[src/include/agc_pkg.sv]
package agc_pkg;
    // data widths
    localparam int IN_W = 16;
    localparam int SCALED_W = 19;
    localparam int OUT_W = 16;
    localparam int GAIN_W = 12;
    localparam int COEF_W = 8;
    localparam int LVL_W = 8;
    localparam int HOLD_W = 16;
    localparam int DECIM_W = 12;
    localparam int ACC_W = 45;
    localparam int LOG_W = 14;
    localparam int Y_W = 24;
    localparam int ERR_W = 16;
    localparam int WORD_W = GAIN_W + 2 * OUT_W;

    // field positions of the gain and level words
    localparam int GAIN_EXP_LSB = 8;
    localparam int LVL_EXP_LSB = 6;

    // log domain: 8 fractional bits, one lsb is about 0.024 db
    localparam int LOG_FRAC = 8;
    localparam int LVL_MANT_SHIFT = 2;
    localparam int PWR_SHIFT = 4;
    localparam logic signed [ERR_W-1:0] RMS_FS_LOG = 16'sh0b00;

    // gain range and loop filter state range
    localparam logic [GAIN_W-1:0] GAIN_RST = 12'h000;
    localparam logic signed [Y_W-1:0] Y_MAX = 24'sh0fff00;

    // hold-off count at which the sync action fires
    localparam logic [HOLD_W-1:0] HOLD_FIRE = 16'h0001;

    // output width codes 0..7
    localparam logic [4:0] WIDTH_LUT [0:7] = '{
        5'h04, 5'h05, 5'h06, 5'h07, 5'h08, 5'h0a, 5'h0c, 5'h10
    };
endpackage

[src/include/agc_word_if.sv]
interface agc_word_if import agc_pkg::*; ();
    logic valid;
    logic ready;
    logic [WORD_W-1:0] data;
    // producer side
    modport src(output valid, output data, input ready);
    // buffer side
    modport snk(input valid, input data, output ready);
endinterface

[src/logic/agc_loop_gain_and_sync.sv]
// Summary of operation
// - near gain below threshold, far gain above
// - second order loop, poles at one and pole
// - gains and pole are code over 256
// - threshold: 4-bit exponent, 8-bit mantissa
// - loop works in log2, gain is exponent
// - gain applied as fine multiply then shift
// - initial gain used until loop updates
// - 19-bit products feed the power calculation
// - output width selectable, outputs clipped to it
// - mode bit one selects clipping level mode
// - clipping mode uses pre minus post error
// - clipping level comes from desired level
// - channel sync selected when select bit set
// - else one of four pins chosen
// - sync now bit always delivers a sync
// - gain word constant between period and sync updates
// - signal mode power is i squared plus q squared
// - sync loads hold-off, fires at one
// - gain updates once per decimation period
// - desired level: 2-bit exponent, 6-bit mantissa
module agc_loop_gain_and_sync import agc_pkg::*; (
    input wire logic clk_sys,
    input wire logic rst_n,
    input wire logic clk_en,
    input wire logic in_valid,
    output logic in_ready,
    input wire logic signed [IN_W-1:0] in_i,
    input wire logic signed [IN_W-1:0] in_q,
    output logic out_valid,
    input wire logic out_ready,
    output logic [OUT_W-1:0] out_i,
    output logic [OUT_W-1:0] out_q,
    output logic [GAIN_W-1:0] out_gain,
    output logic [GAIN_W-1:0] gain_word,
    input wire logic chan_sync,
    input wire logic [3:0] sync_pin,
    input wire logic sync_now,
    input wire logic chan_sync_sel,
    input wire logic [1:0] sync_pin_sel,
    input wire logic clip_mode,
    input wire logic [2:0] out_width_sel,
    input wire logic [COEF_W-1:0] loop_gain_near,
    input wire logic [COEF_W-1:0] loop_gain_far,
    input wire logic [COEF_W-1:0] loop_pole_location,
    input wire logic [GAIN_W-1:0] error_threshold_level,
    input wire logic [GAIN_W-1:0] initial_signal_gain,
    input wire logic [LVL_W-1:0] desired_level,
    input wire logic [HOLD_W-1:0] holdoff_count,
    input wire logic [DECIM_W-1:0] update_decim
);
    logic [3:0] pin_s1_q, pin_s2_q, pin_s3_q, pin_lvl_q;
    logic pin_rise, sync_req, sync_fire, hold_run_q;
    logic [HOLD_W-1:0] hold_cnt_q;
    logic [DECIM_W-1:0] dec_cnt_q;
    logic [ACC_W-1:0] acc_q, acc_sum;
    logic period_end, upd_ev, in_fire, started_q;
    logic [GAIN_W-1:0] gain_q;
    logic signed [Y_W-1:0] y1_q, y2_q, y_new;
    logic signed [ERR_W-1:0] e1_q, err_now, abs_e1, rms_rel;
    logic [COEF_W-1:0] k_sel;
    logic signed [SCALED_W-1:0] pre_i, pre_q;
    logic signed [OUT_W-1:0] post_i, post_q;
    logic signed [SCALED_W:0] pwr_a, pwr_b;
    logic [ERR_W-1:0] req_mag;
    logic [WORD_W-1:0] buf_data;

    // clip a wide product into the 19-bit scaled range
    function automatic logic signed [SCALED_W-1:0] sat19(
        input logic signed [41:0] v
    );
        if (v > 42'sh3ffff) begin
            return 19'sh3ffff;
        end else if (v < -42'sh40000) begin
            return 19'sh40000;
        end
        return v[SCALED_W-1:0];
    endfunction

    // mantissa multiply by (256 + m), then exponent shift and divide by 256
    function automatic logic signed [SCALED_W-1:0] apply_gain(
        input logic signed [IN_W-1:0] x,
        input logic [GAIN_W-1:0] g
    );
        logic signed [41:0] p;
        p = 42'(x) * $signed(42'({2'b01, g[GAIN_EXP_LSB-1:0]}));
        p = p <<< g[GAIN_W-1:GAIN_EXP_LSB];
        p = p >>> LOG_FRAC;
        return sat19(p);
    endfunction

    // clip to the selected width, result left-justified in 16 bits
    function automatic logic signed [OUT_W-1:0] clip_lj(
        input logic signed [SCALED_W-1:0] v,
        input logic [2:0] sel
    );
        logic [4:0] w;
        logic [4:0] sh;
        logic signed [SCALED_W-1:0] t;
        logic signed [SCALED_W-1:0] lim;
        w = WIDTH_LUT[sel];
        sh = 5'(OUT_W) - w;
        t = v >>> sh;
        lim = (19'sh1 <<< (w - 5'h01)) - 19'sh1;
        if (t > lim) begin
            t = lim;
        end else if (t < -lim - 19'sh1) begin
            t = -lim - 19'sh1;
        end
        t = t <<< sh;
        return t[OUT_W-1:0];
    endfunction

    // complex squared magnitude of one sample pair
    function automatic logic [32:0] power_of(
        input logic signed [SCALED_W:0] a,
        input logic signed [SCALED_W:0] b
    );
        logic signed [15:0] ra;
        logic signed [15:0] rb;
        logic signed [31:0] sa;
        logic signed [31:0] sb;
        ra = 16'(a >>> PWR_SHIFT);
        rb = 16'(b >>> PWR_SHIFT);
        sa = 32'(ra) * 32'(ra);
        sb = 32'(rb) * 32'(rb);
        return 33'($unsigned(sa)) + 33'($unsigned(sb));
    endfunction

    // base-2 log: leading one position plus 8 mantissa bits
    function automatic logic [LOG_W-1:0] log2_q8(input logic [ACC_W-1:0] v);
        logic [5:0] pos;
        logic [ACC_W-1:0] n;
        pos = 6'h00;
        for (int b = 0; b < ACC_W; b++) begin
            if (v[b]) begin
                pos = 6'(b);
            end
        end
        n = v << (6'h2c - pos);
        return {pos, n[ACC_W-2:ACC_W-9]};
    endfunction

    // sync pins: three stages, level taken when stages two and three agree
    always_ff @(posedge clk_sys) begin
        if (!rst_n) begin
            pin_s1_q <= 4'h0;
            pin_s2_q <= 4'h0;
            pin_s3_q <= 4'h0;
            pin_lvl_q <= 4'h0;
        end else if (clk_en) begin
            pin_s1_q <= sync_pin;
            pin_s2_q <= pin_s1_q;
            pin_s3_q <= pin_s2_q;
            for (int b = 0; b < 4; b++) begin
                if (pin_s2_q[b] == pin_s3_q[b]) begin
                    pin_lvl_q[b] <= pin_s3_q[b];
                end
            end
        end
    end

    // sync source select plus the software sync
    assign pin_rise = pin_s2_q[sync_pin_sel] && pin_s3_q[sync_pin_sel]
        && !pin_lvl_q[sync_pin_sel];
    assign sync_req = clk_en && (sync_now
        || (chan_sync_sel ? chan_sync : pin_rise));

    // sample handshake and period bookkeeping
    assign in_fire = in_valid && in_ready && clk_en;
    assign sync_fire = hold_run_q && in_fire
        && (hold_cnt_q <= HOLD_FIRE);
    assign period_end = in_fire && (dec_cnt_q == update_decim);
    assign upd_ev = period_end || sync_fire;

    // hold-off counter, loaded by each sync, counts input samples
    always_ff @(posedge clk_sys) begin
        if (!rst_n) begin
            hold_cnt_q <= 16'h0000;
            hold_run_q <= 1'b0;
        end else if (clk_en) begin
            if (sync_req) begin
                hold_cnt_q <= holdoff_count;
                hold_run_q <= 1'b1;
            end else if (sync_fire) begin
                hold_run_q <= 1'b0;
            end else if (hold_run_q && in_fire) begin
                hold_cnt_q <= hold_cnt_q - 16'h0001;
            end
        end
    end

    // gain multiplier, clipping and the power source
    always_comb begin
        pre_i = apply_gain(in_i, gain_q);
        pre_q = apply_gain(in_q, gain_q);
        post_i = clip_lj(pre_i, out_width_sel);
        post_q = clip_lj(pre_q, out_width_sel);
        if (clip_mode) begin
            pwr_a = 20'(pre_i) - 20'(post_i);
            pwr_b = 20'(pre_q) - 20'(post_q);
        end else begin
            pwr_a = 20'(pre_i);
            pwr_b = 20'(pre_q);
        end
    end

    assign acc_sum = acc_q + 45'(power_of(pwr_a, pwr_b));
    // average-and-decimate accumulator, dumped on each update
    always_ff @(posedge clk_sys) begin
        if (!rst_n) begin
            dec_cnt_q <= 12'h000;
            acc_q <= '0;
        end else if (clk_en) begin
            if (upd_ev) begin
                dec_cnt_q <= 12'h000;
                acc_q <= '0;
            end else if (in_fire) begin
                dec_cnt_q <= dec_cnt_q + 12'h001;
                acc_q <= acc_sum;
            end
        end
    end

    // rms in log2, request or clipping level, error term
    always_comb begin
        logic signed [ERR_W-1:0] l_sum;
        logic signed [ERR_W-1:0] l_n;
        l_sum = $signed({2'b00, log2_q8(acc_sum)});
        l_n = $signed({2'b00, log2_q8(45'(dec_cnt_q) + 45'h1)});
        rms_rel = ((l_sum - l_n) >>> 1) - RMS_FS_LOG;
        req_mag = 16'({desired_level[LVL_W-1:LVL_EXP_LSB], 8'h00})
            + 16'({desired_level[LVL_EXP_LSB-1:0], 2'b00});
        err_now = -$signed(req_mag) - rms_rel;
    end

    // loop gain choice and filter step
    always_comb begin
        logic signed [24:0] diff;
        logic signed [33:0] pp;
        logic signed [27:0] ke;
        logic signed [27:0] yt;
        abs_e1 = (e1_q < 0) ? -e1_q : e1_q;
        if ($unsigned(abs_e1) < {4'h0, error_threshold_level}) begin
            k_sel = loop_gain_near;
        end else begin
            k_sel = loop_gain_far;
        end
        diff = 25'(y1_q) - 25'(y2_q);
        pp = 34'(diff) * $signed(34'({1'b0, loop_pole_location}));
        ke = 28'(e1_q) * $signed(28'({1'b0, k_sel}));
        yt = 28'(y1_q) + 28'(pp >>> COEF_W) + ke;
        if (yt < 0) begin
            y_new = '0;
        end else if (yt > 28'(Y_MAX)) begin
            y_new = Y_MAX;
        end else begin
            y_new = yt[Y_W-1:0];
        end
    end

    // filter state and applied gain, loaded from the initial gain until the first update, then touched only on updates
    always_ff @(posedge clk_sys) begin
        if (!rst_n) begin
            started_q <= 1'b0;
            gain_q <= GAIN_RST;
            y1_q <= '0;
            y2_q <= '0;
            e1_q <= '0;
        end else if (clk_en) begin
            if (!started_q) begin
                gain_q <= initial_signal_gain;
                y1_q <= Y_W'({initial_signal_gain, 8'h00});
                y2_q <= Y_W'({initial_signal_gain, 8'h00});
                if (upd_ev) begin
                    started_q <= 1'b1;
                    e1_q <= err_now;
                end
            end else if (upd_ev) begin
                y2_q <= y1_q;
                y1_q <= y_new;
                gain_q <= y_new[19:8];
                e1_q <= err_now;
            end
        end
    end

    assign gain_word = gain_q;

    // two-entry buffer toward the receiver
    agc_word_if word_bus();
    assign word_bus.valid = in_fire;
    assign word_bus.data = {gain_q, post_i, post_q};
    assign in_ready = word_bus.ready;

    agc_out_buf #(.W(WORD_W)) u_buf (
        .clk_sys(clk_sys),
        .rst_n(rst_n),
        .clk_en(clk_en),
        .wr(word_bus),
        .out_valid(out_valid),
        .out_ready(out_ready),
        .out_data(buf_data)
    );

    assign out_gain = buf_data[WORD_W-1:2*OUT_W];
    assign out_i = buf_data[2*OUT_W-1:OUT_W];
    assign out_q = buf_data[OUT_W-1:0];
endmodule

[src/logic/agc_out_buf.sv]
module agc_out_buf import agc_pkg::*; #(
    parameter int W = WORD_W
) (
    input wire logic clk_sys,
    input wire logic rst_n,
    input wire logic clk_en,
    agc_word_if.snk wr,
    output logic out_valid,
    input wire logic out_ready,
    output logic [W-1:0] out_data
);
    logic hv_q;
    logic sv_q;
    logic hv_d;
    logic sv_d;
    logic [W-1:0] head_q;
    logic [W-1:0] spare_q;
    logic [W-1:0] head_d;
    logic [W-1:0] spare_d;
    logic push;
    logic pop;

    // handshakes on both sides
    assign push = wr.valid && wr.ready && clk_en;
    assign pop = hv_q && out_ready && clk_en;

    // head entry feeds the outputs, spare catches a word during a stall
    always_comb begin
        hv_d = hv_q;
        sv_d = sv_q;
        head_d = head_q;
        spare_d = spare_q;
        if (pop) begin
            if (sv_q) begin
                head_d = spare_q;
                sv_d = push;
                if (push) begin
                    spare_d = wr.data[W-1:0];
                end
            end else begin
                hv_d = push;
                if (push) begin
                    head_d = wr.data[W-1:0];
                end
            end
        end else if (push) begin
            if (!hv_q) begin
                hv_d = 1'b1;
                head_d = wr.data[W-1:0];
            end else begin
                sv_d = 1'b1;
                spare_d = wr.data[W-1:0];
            end
        end
    end

    // storage and registered ready
    always_ff @(posedge clk_sys) begin
        if (!rst_n) begin
            hv_q <= 1'b0;
            sv_q <= 1'b0;
            head_q <= '0;
            spare_q <= '0;
            wr.ready <= 1'b1;
        end else if (clk_en) begin
            hv_q <= hv_d;
            sv_q <= sv_d;
            head_q <= head_d;
            spare_q <= spare_d;
            wr.ready <= !(hv_d && sv_d);
        end
    end

    assign out_valid = hv_q;
    assign out_data = head_q;
endmodule

[config.mk]
export PLATFORM = sky130hd
export DESIGN_NAME = agc_loop_gain_and_sync
export DESIGN_NICKNAME = d
export VERILOG_FILES = /design/src/include/agc_pkg.sv /design/src/include/agc_word_if.sv /design/src/logic/agc_loop_gain_and_sync.sv /design/src/logic/agc_out_buf.sv
export SDC_FILE = /design/constraint.sdc
export NUM_CORES = 2
export LEC_CHECK = 0
export ABC_CLOCK_PERIOD_IN_PS = 55700
export BUFFER_PORTS_ARGS = -buffer_cell sky130_fd_sc_hd__buf_4
export CAP_MARGIN = 0
export CORE_MARGIN = 2
export CORE_UTILIZATION = 65
export DETAILED_ROUTE_END_ITERATION = 8
export PLACE_DENSITY = 0.83
export SYNTH_ARGS = -nofsm -noshare
export SYNTH_HDL_FRONTEND = slang
export SYNTH_SLANG_ARGS = --single-unit
[constraint.sdc]
create_clock -name clk_sys -period 55.7 [get_ports clk_sys]
set_input_delay 11.14 -clock clk_sys [delete_from_list [all_inputs] [get_ports clk_sys]]
set_output_delay 11.14 -clock clk_sys [all_outputs]
set_load 0.005 [all_outputs]
# == Word level (Yosys, flattened, before mapping) ==
# Memories as Yosys holds them, arrays and structs flattened.
# Index checks and enable logic that the tools add are counted.
# classes
addsub,23
mul,6
magnitude_cmp,15
n_eq_ne,10
shift,9
n_mux,150
n_bitwise,1
n_reduce_logical,34
# op_table
cell,count
2-to-1 mux 6 bit,86
2-to-1 mux 44 bit,9
2-to-1 mux 19 bit,10
2-to-1 mux 24 bit,6
2-to-1 mux 45 bit,2
<<< shifter 26 x 4 -> 42 bit,2
"greater-than comparator 34 x 19 -> 1 bit, second input constant",2
"< comparator 34 x 19 -> 1 bit, second input constant",2
multiplier 16 x 16 -> 32 bit,2
2-to-1 mux 16 bit,4
multiplier 16 x 10 -> 26 bit,2
2-to-1 mux 12 bit,4
adder 45 x 33 -> 45 bit,1
left shift 45 x 6 -> 44 bit,1
left shift 13 x 6 -> 44 bit,1
2-to-1 mux 20 bit,2
subtractor 19 x 16 -> 20 bit,2
greater-than comparator 19 bit,2
< comparator 19 bit,2
<<< shifter 19 x 5 -> 16 bit,2
>>> shifter 19 x 5 -> 19 bit,2
"subtractor 19 x 2 -> 19 bit, second input constant",2
multiplier 25 x 9 -> 34 bit,1
adder 32 x 32 -> 33 bit,1
other kinds (42),98
# word_totals
ff_bits,258
mem_bits_ro,40
in_bits,134
out_inout_bits,58
word_cells,270
memories,1
# memory_table
memory,depth,width,rd,rd_clocked_by_memory_dff,wr,line,text
(no name shown),8,5,1,0,0,agc_loop_gain_and_sync.sv:101,w = WIDTH_LUT[sel];

# == Longest topological paths before layout ==
# logic_depth
ltp_word,67
ltp_mapped,157
ltp_nobuf,143

# == By module ==
# A second synthesis with hierarchy kept.
# unflattened
cells_unflattened,9159
area_unflattened_um2,73294.0
# modules_own_cells
mod,n_inst,cells_per_inst,area_per_inst_um2,seq_area_each_um2
agc_loop_gain_and_sync,1,8677,69136.3,3103.0
agc_out_buf,1,482,4157.7,1821.7

# == Worst setup path before layout ==
# Ideal clock, no wire load.
# synth_path
path_kind,input-to-reg
from,input port in_q[15]
to,register e1_q[13]
setup_time_ns,0.083
arrival_ns,39.973
t_required_ns,55.617
slack_ns,15.644
cell_stages,133
n_path_buf,16
path_cell_list,clkbuf_1 nand2_1 fa_1 fa_1 inv_1 fa_1 fa_1 inv_1 fa_1 inv_1 ha_1 clkbuf_1 a21o_1 a21o_1 a21o_1 a21o_1 a221oi_4 mux2i_1 [... 97 more ...] ha_1 inv_1 ha_1 ha_1 a21oi_1 nor2_1 o21ai_0 nand2b_1 a21oi_1 nor2_1 nor2_1 o21bai_1 a21oi_1 inv_1 a21oi_1 nand4_1 mux2_2 o221ai_1
# synth_via
elab_chain_cells,65
word_cells_on_any_way,68
cone_classes,add/sub (7); mul (2); order compare (4); shift (4); mux (51)
# synth_rtl
element,line,text
"start, declared",agc_loop_gain_and_sync.sv:29,"input wire logic signed [IN_W-1:0] in_q,"
multiplier 16 x 10 -> 26 bit *,agc_loop_gain_and_sync.sv:86,"p = 42'(x) * $signed(42'({2'b01, g[GAIN_EXP_LSB-1:0]}));"
<<< shifter 26 x 4 -> 42 bit *,agc_loop_gain_and_sync.sv:87,p = p <<< g[GAIN_W-1:GAIN_EXP_LSB];
< comparator 34 x 19 -> 1 bit,agc_loop_gain_and_sync.sv:74,end else if (v < -42'sh40000) begin
2-to-1 mux 1 bit,agc_loop_gain_and_sync.sv:74,
2-to-1 mux 1 bit,agc_loop_gain_and_sync.sv:72,if (v > 42'sh3ffff) begin
2-to-1 mux 19 bit *,agc_loop_gain_and_sync.sv:77,return v[SCALED_W-1:0];
>>> shifter 19 x 5 -> 19 bit,agc_loop_gain_and_sync.sv:103,t = v >>> sh;
< comparator 19 bit,agc_loop_gain_and_sync.sv:107,end else if (t < -lim - 19'sh1) begin
[... 7 more ...],--,
adder 45 x 33 -> 45 bit *,agc_loop_gain_and_sync.sv:208,"assign acc_sum = acc_q + 45'(power_of(pwr_a, pwr_b));"
2-to-1 mux 1 bit,agc_loop_gain_and_sync.sv:136,if (v[b]) begin
2-to-1 mux 6 bit (43 in series),agc_loop_gain_and_sync.sv:136,
subtractor 6 bit,agc_loop_gain_and_sync.sv:140,n = v << (6'h2c - pos);
left shift 45 x 6 -> 44 bit,agc_loop_gain_and_sync.sv:140,
subtractor 14 x 14 -> 15 bit *,agc_loop_gain_and_sync.sv:231,rms_rel = ((l_sum - l_n) >>> 1) - RMS_FS_LOG;
subtractor 14 x 13 -> 15 bit *,agc_loop_gain_and_sync.sv:231,
subtractor 16 x 15 -> 16 bit *,agc_loop_gain_and_sync.sv:234,err_now = -$signed(req_mag) - rms_rel;
"end signal, assigned",agc_loop_gain_and_sync.sv:277,e1_q <= err_now;
"end signal, assigned",agc_loop_gain_and_sync.sv:283,e1_q <= err_now;
"end, declared",agc_loop_gain_and_sync.sv:60,"logic signed [ERR_W-1:0] e1_q, err_now, abs_e1, rms_rel;"
# Mark *: on every way between the ends. The rest lies on a longest branch, timed or not.
# A chain may end at the register's enable or synchronous reset.

# == Worst setup path in the final report ==
# Same ends and word-level chain as after synthesis.

==> results.json <==
{
  "critical_path.endpoint_type": "register",
  "tightestPinTransition_ps": 1264,
  "synth_cell_type_count": 106,
  "cts_tree": "yes",
  "routabilityCongestion": 0.9865,
  "synth_compound_area_frac": 0.1762,
  "syn_avg_cell_area_um2": 8.038,
  "cts_hold_buf": 0,
  "cp.required_ps": 56250,
  "detailedRoute.firstIterationViolations": 6275,
  "synth_warnings": 0,
  "worst_path_max_delay_cell": "o31a_1",
  "netlist.area_leader.share": 0.2923,
  "critPathKind": "input port to register",
  "clock_skew_ps": 14.80,
  "hold_violations": 0,
  "outcome": "complete, no violations",
  "clock-sinks": 246,
  "crit_arrival_ps": 44650,
  "totalWireLength_mm": 218.3,
  "min_path_type": "register to register",
  "min_from": "u_buf.spare_q[36]",
  "critPathMaxStageDelay_ps": 890,
  "final_common_cell": "inv_1",
  "min_period_ps": 44100,
  "tns_ps": 0,
  "antenna_found_initial": 8,
  "htreeDepth": 1,
  "ys_seq_area_frac": 0.06776,
  "path_clk_slew_ps": 60,
  "critPathLaunch": "in_q[15]",
  "use_met2": 0.6229,
  "ctsResizeCount": 0,
  "use_met1": 0.5078,
  "hpwl_mm": 175.2,
  "die_w_um": 338.4,
  "areaGrowthSynthToFinish_pct": 4.741,
  "antenna_cells": 0,
  "synth_fa_ha_area_frac": 0.4015,
  "synth-simple-area-share": 0.1725,
  "synthMuxAreaShare": 0.03540,
  "final_net_count": 10750,
  "critPathBufInv": 13,
  "boundaryPins": 192,
  "num_vias": 64880,
  "port_buffers": 191,
  "design.core.area_mm2": 0.1108,
  "dr.pass1.iters": 7,
  "crit_top_cell": "a21oi_1",
  "fmax_mhz": 22.67,
  "synth_edf_count": 0,
  "timing.rr.start": "gain_word[1]",
  "synth_top_family_by_area": "adder cells",
  "synth_seq_cells": 246,
  "yosysTopAreaCell": "fa_1",
  "syn_area_mm2": 0.07268,
  "cts_inserted_buffers": 31,
  "synthXorXnorAreaFrac": 0.03664,
  "maxCapViolations": 0,
  "detail-route-antenna-nets": 0,
  "rsz0062_at_grt": "no",
  "cts_max_path_buffers": 3,
  "final_cell_mix": "inv_1, fa_1, nand2_1",
  "initial_core_util": 0.6558,
  "crit_family": "compound AO/OA/AOI/OAI gates",
  "wl_per_cell_um": 20.92,
  "vias_per_cell": 6.217,
  "grt_use_met3": 0.06587,
  "dieHeight_um": 338.4,
  "slew_headroom": 0.1543,
  "std_cell_rows": 122,
  "cts_setup_buffers": 0,
  "grt_pass1_wl_mm": 351.6,
  "grt_most_used_layer": "met2",
  "setup_viol": 0,
  "track_usage": 0.3792,
  "post-route-period-util": 0.7918,
  "grt_pass1_vias": 65880,
  "clkLatencyLatePin_ps": 630,
  "cp-start-kind": "input port",
  "drcViolationCount": 0,
  "die-area_mm2": 0.1145,
  "drive_gt1_frac": 0.06527,
  "finalMaxSlewViolations": 0,
  "synth-main-ff-cell": "dfxtp_1",
  "ys_async_sr_fraction": 0,
  "path_max_fanout": 26,
  "grt_overflow": 0,
  "synth_area_leaders": "fa_1, ha_1, inv_1, dfxtp_1, nand2_1",
  "root_buffer": "clkbuf_16",
  "grt_max_degree": 97,
  "synth_cells": 9042
}
## stage by stage
| step | hold WS [ps] | instances | util | instance area, um^2 | worst slack, ps |
|---|---|---|---|---|---|
| 5_1_grt | 489.3 | 10440 | 0.6869 | 76120 | 9173 |
| 3_3_place_gp | 450.6 | 10380 | 0.6775 | 75080 | 12320 |
| 6_report | 467.3 | 10440 | 0.6869 | 76120 | 11600 |
| 3_5_place_dp | 458.8 | 10380 | 0.6775 | 75080 | 11610 |
| 2_1_floorplan | 441.0 | 9044 | - | 72680 | 15640 |
| 4_1_cts | 467.8 | 10440 | 0.6869 | 76120 | 12120 |
## metal layers
metal,vias to the layer above,routed length [um]
met1,31870,88580
met4,8,8386
met2,2994,101400
met5,-,45
met3,556,19940
li1,29450,-
## worst reg2reg max path: cells and delay by family (launching register included)
family,cells,cell delay [ps]
AO/OA/AOI/OAI,62,15160
adder cells (fa/ha/maj),21,8560
AND/OR/NAND/NOR,27,5730
multiplexers,6,2350
buffers and inverters,13,1900
flip-flops,1,360
XOR/XNOR,2,320
## worst paths after layout
kind              cells past startpoint                 to  slack (ps)
setup reg to reg                    131           e1_q[13]       21260
hold / removal                        2  u_buf.spare_q[36]         470
setup / recovery                    131           e1_q[13]       11600
hold reg to reg                       2  u_buf.spare_q[36]         470
## Yosys cell counts, types with 18 or more instances
library cell,instances
o21bai_1,48
dfxtp_1,246
ha_1,634
buf_2,25
mux2i_1,122
nor2b_1,162
o21a_1,72
o311ai_0,19
and3_1,49
fa_1,1061
inv_1,1635
nor4_1,28
o31ai_1,44
o21ai_0,367
o2111ai_1,20
buf_1,43
nand4_1,29
nand2b_1,69
xnor2_1,216
or2_2,37
o211a_1,61
mux2_2,50
o221ai_1,32
clkbuf_1,365
and2_1,360
nor3_1,139
xor2_1,88
a311oi_1,21
a211o_1,20
mux4_2,35
a21o_1,80
a221oi_1,26
or3_1,48
a21boi_0,73
a211oi_1,69
a22oi_1,49
nand2_1,974
nor2_1,475
a21oi_1,424
o22ai_1,44
nand3_1,163
o211ai_1,108
a31oi_1,55
o221a_2,18
## cell families (layout without fill, tap and decap cells)
family,Yosys count,after routing
compound gates,1871,1871
xor+xnor,304,304
fa+ha+maj,1696,1696
buf+inv,2099,2003
flops,246,246
mux,207,207
other cells,2,4
simple gates,2617,2617
## cell type report
type	count	area, um^2
Sequential cell	246	4932
Tap cell	1488	1862
Clock buffer	36	814.5
Clock inverter	20	229.0
Multi-Input combinational cell	6699	59850
Fill cell	9031	34700
Inverter	1649	6191
Timing Repair Buffer	298	2241
## state kept, by name (all words and copies together), names as in the netlist
register and cells:
pin_s1_q 4, pin_s3_q 4, y2_q 24, pin_s2_q 4, e1_q 16, y1_q 13
u_buf.wr.ready 1, gain_word 11, hold_cnt_q 16, u_buf.out_data 44, u_buf.out_valid 1, u_buf.spare_q 44
acc_q 45, pin_lvl_q 4, hold_run_q 1, u_buf.sv_q 1, started_q 1, dec_cnt_q 12
Power is not shown: default switching activity piles up to over one toggle a cycle in this logic, so the estimate is an artifact.
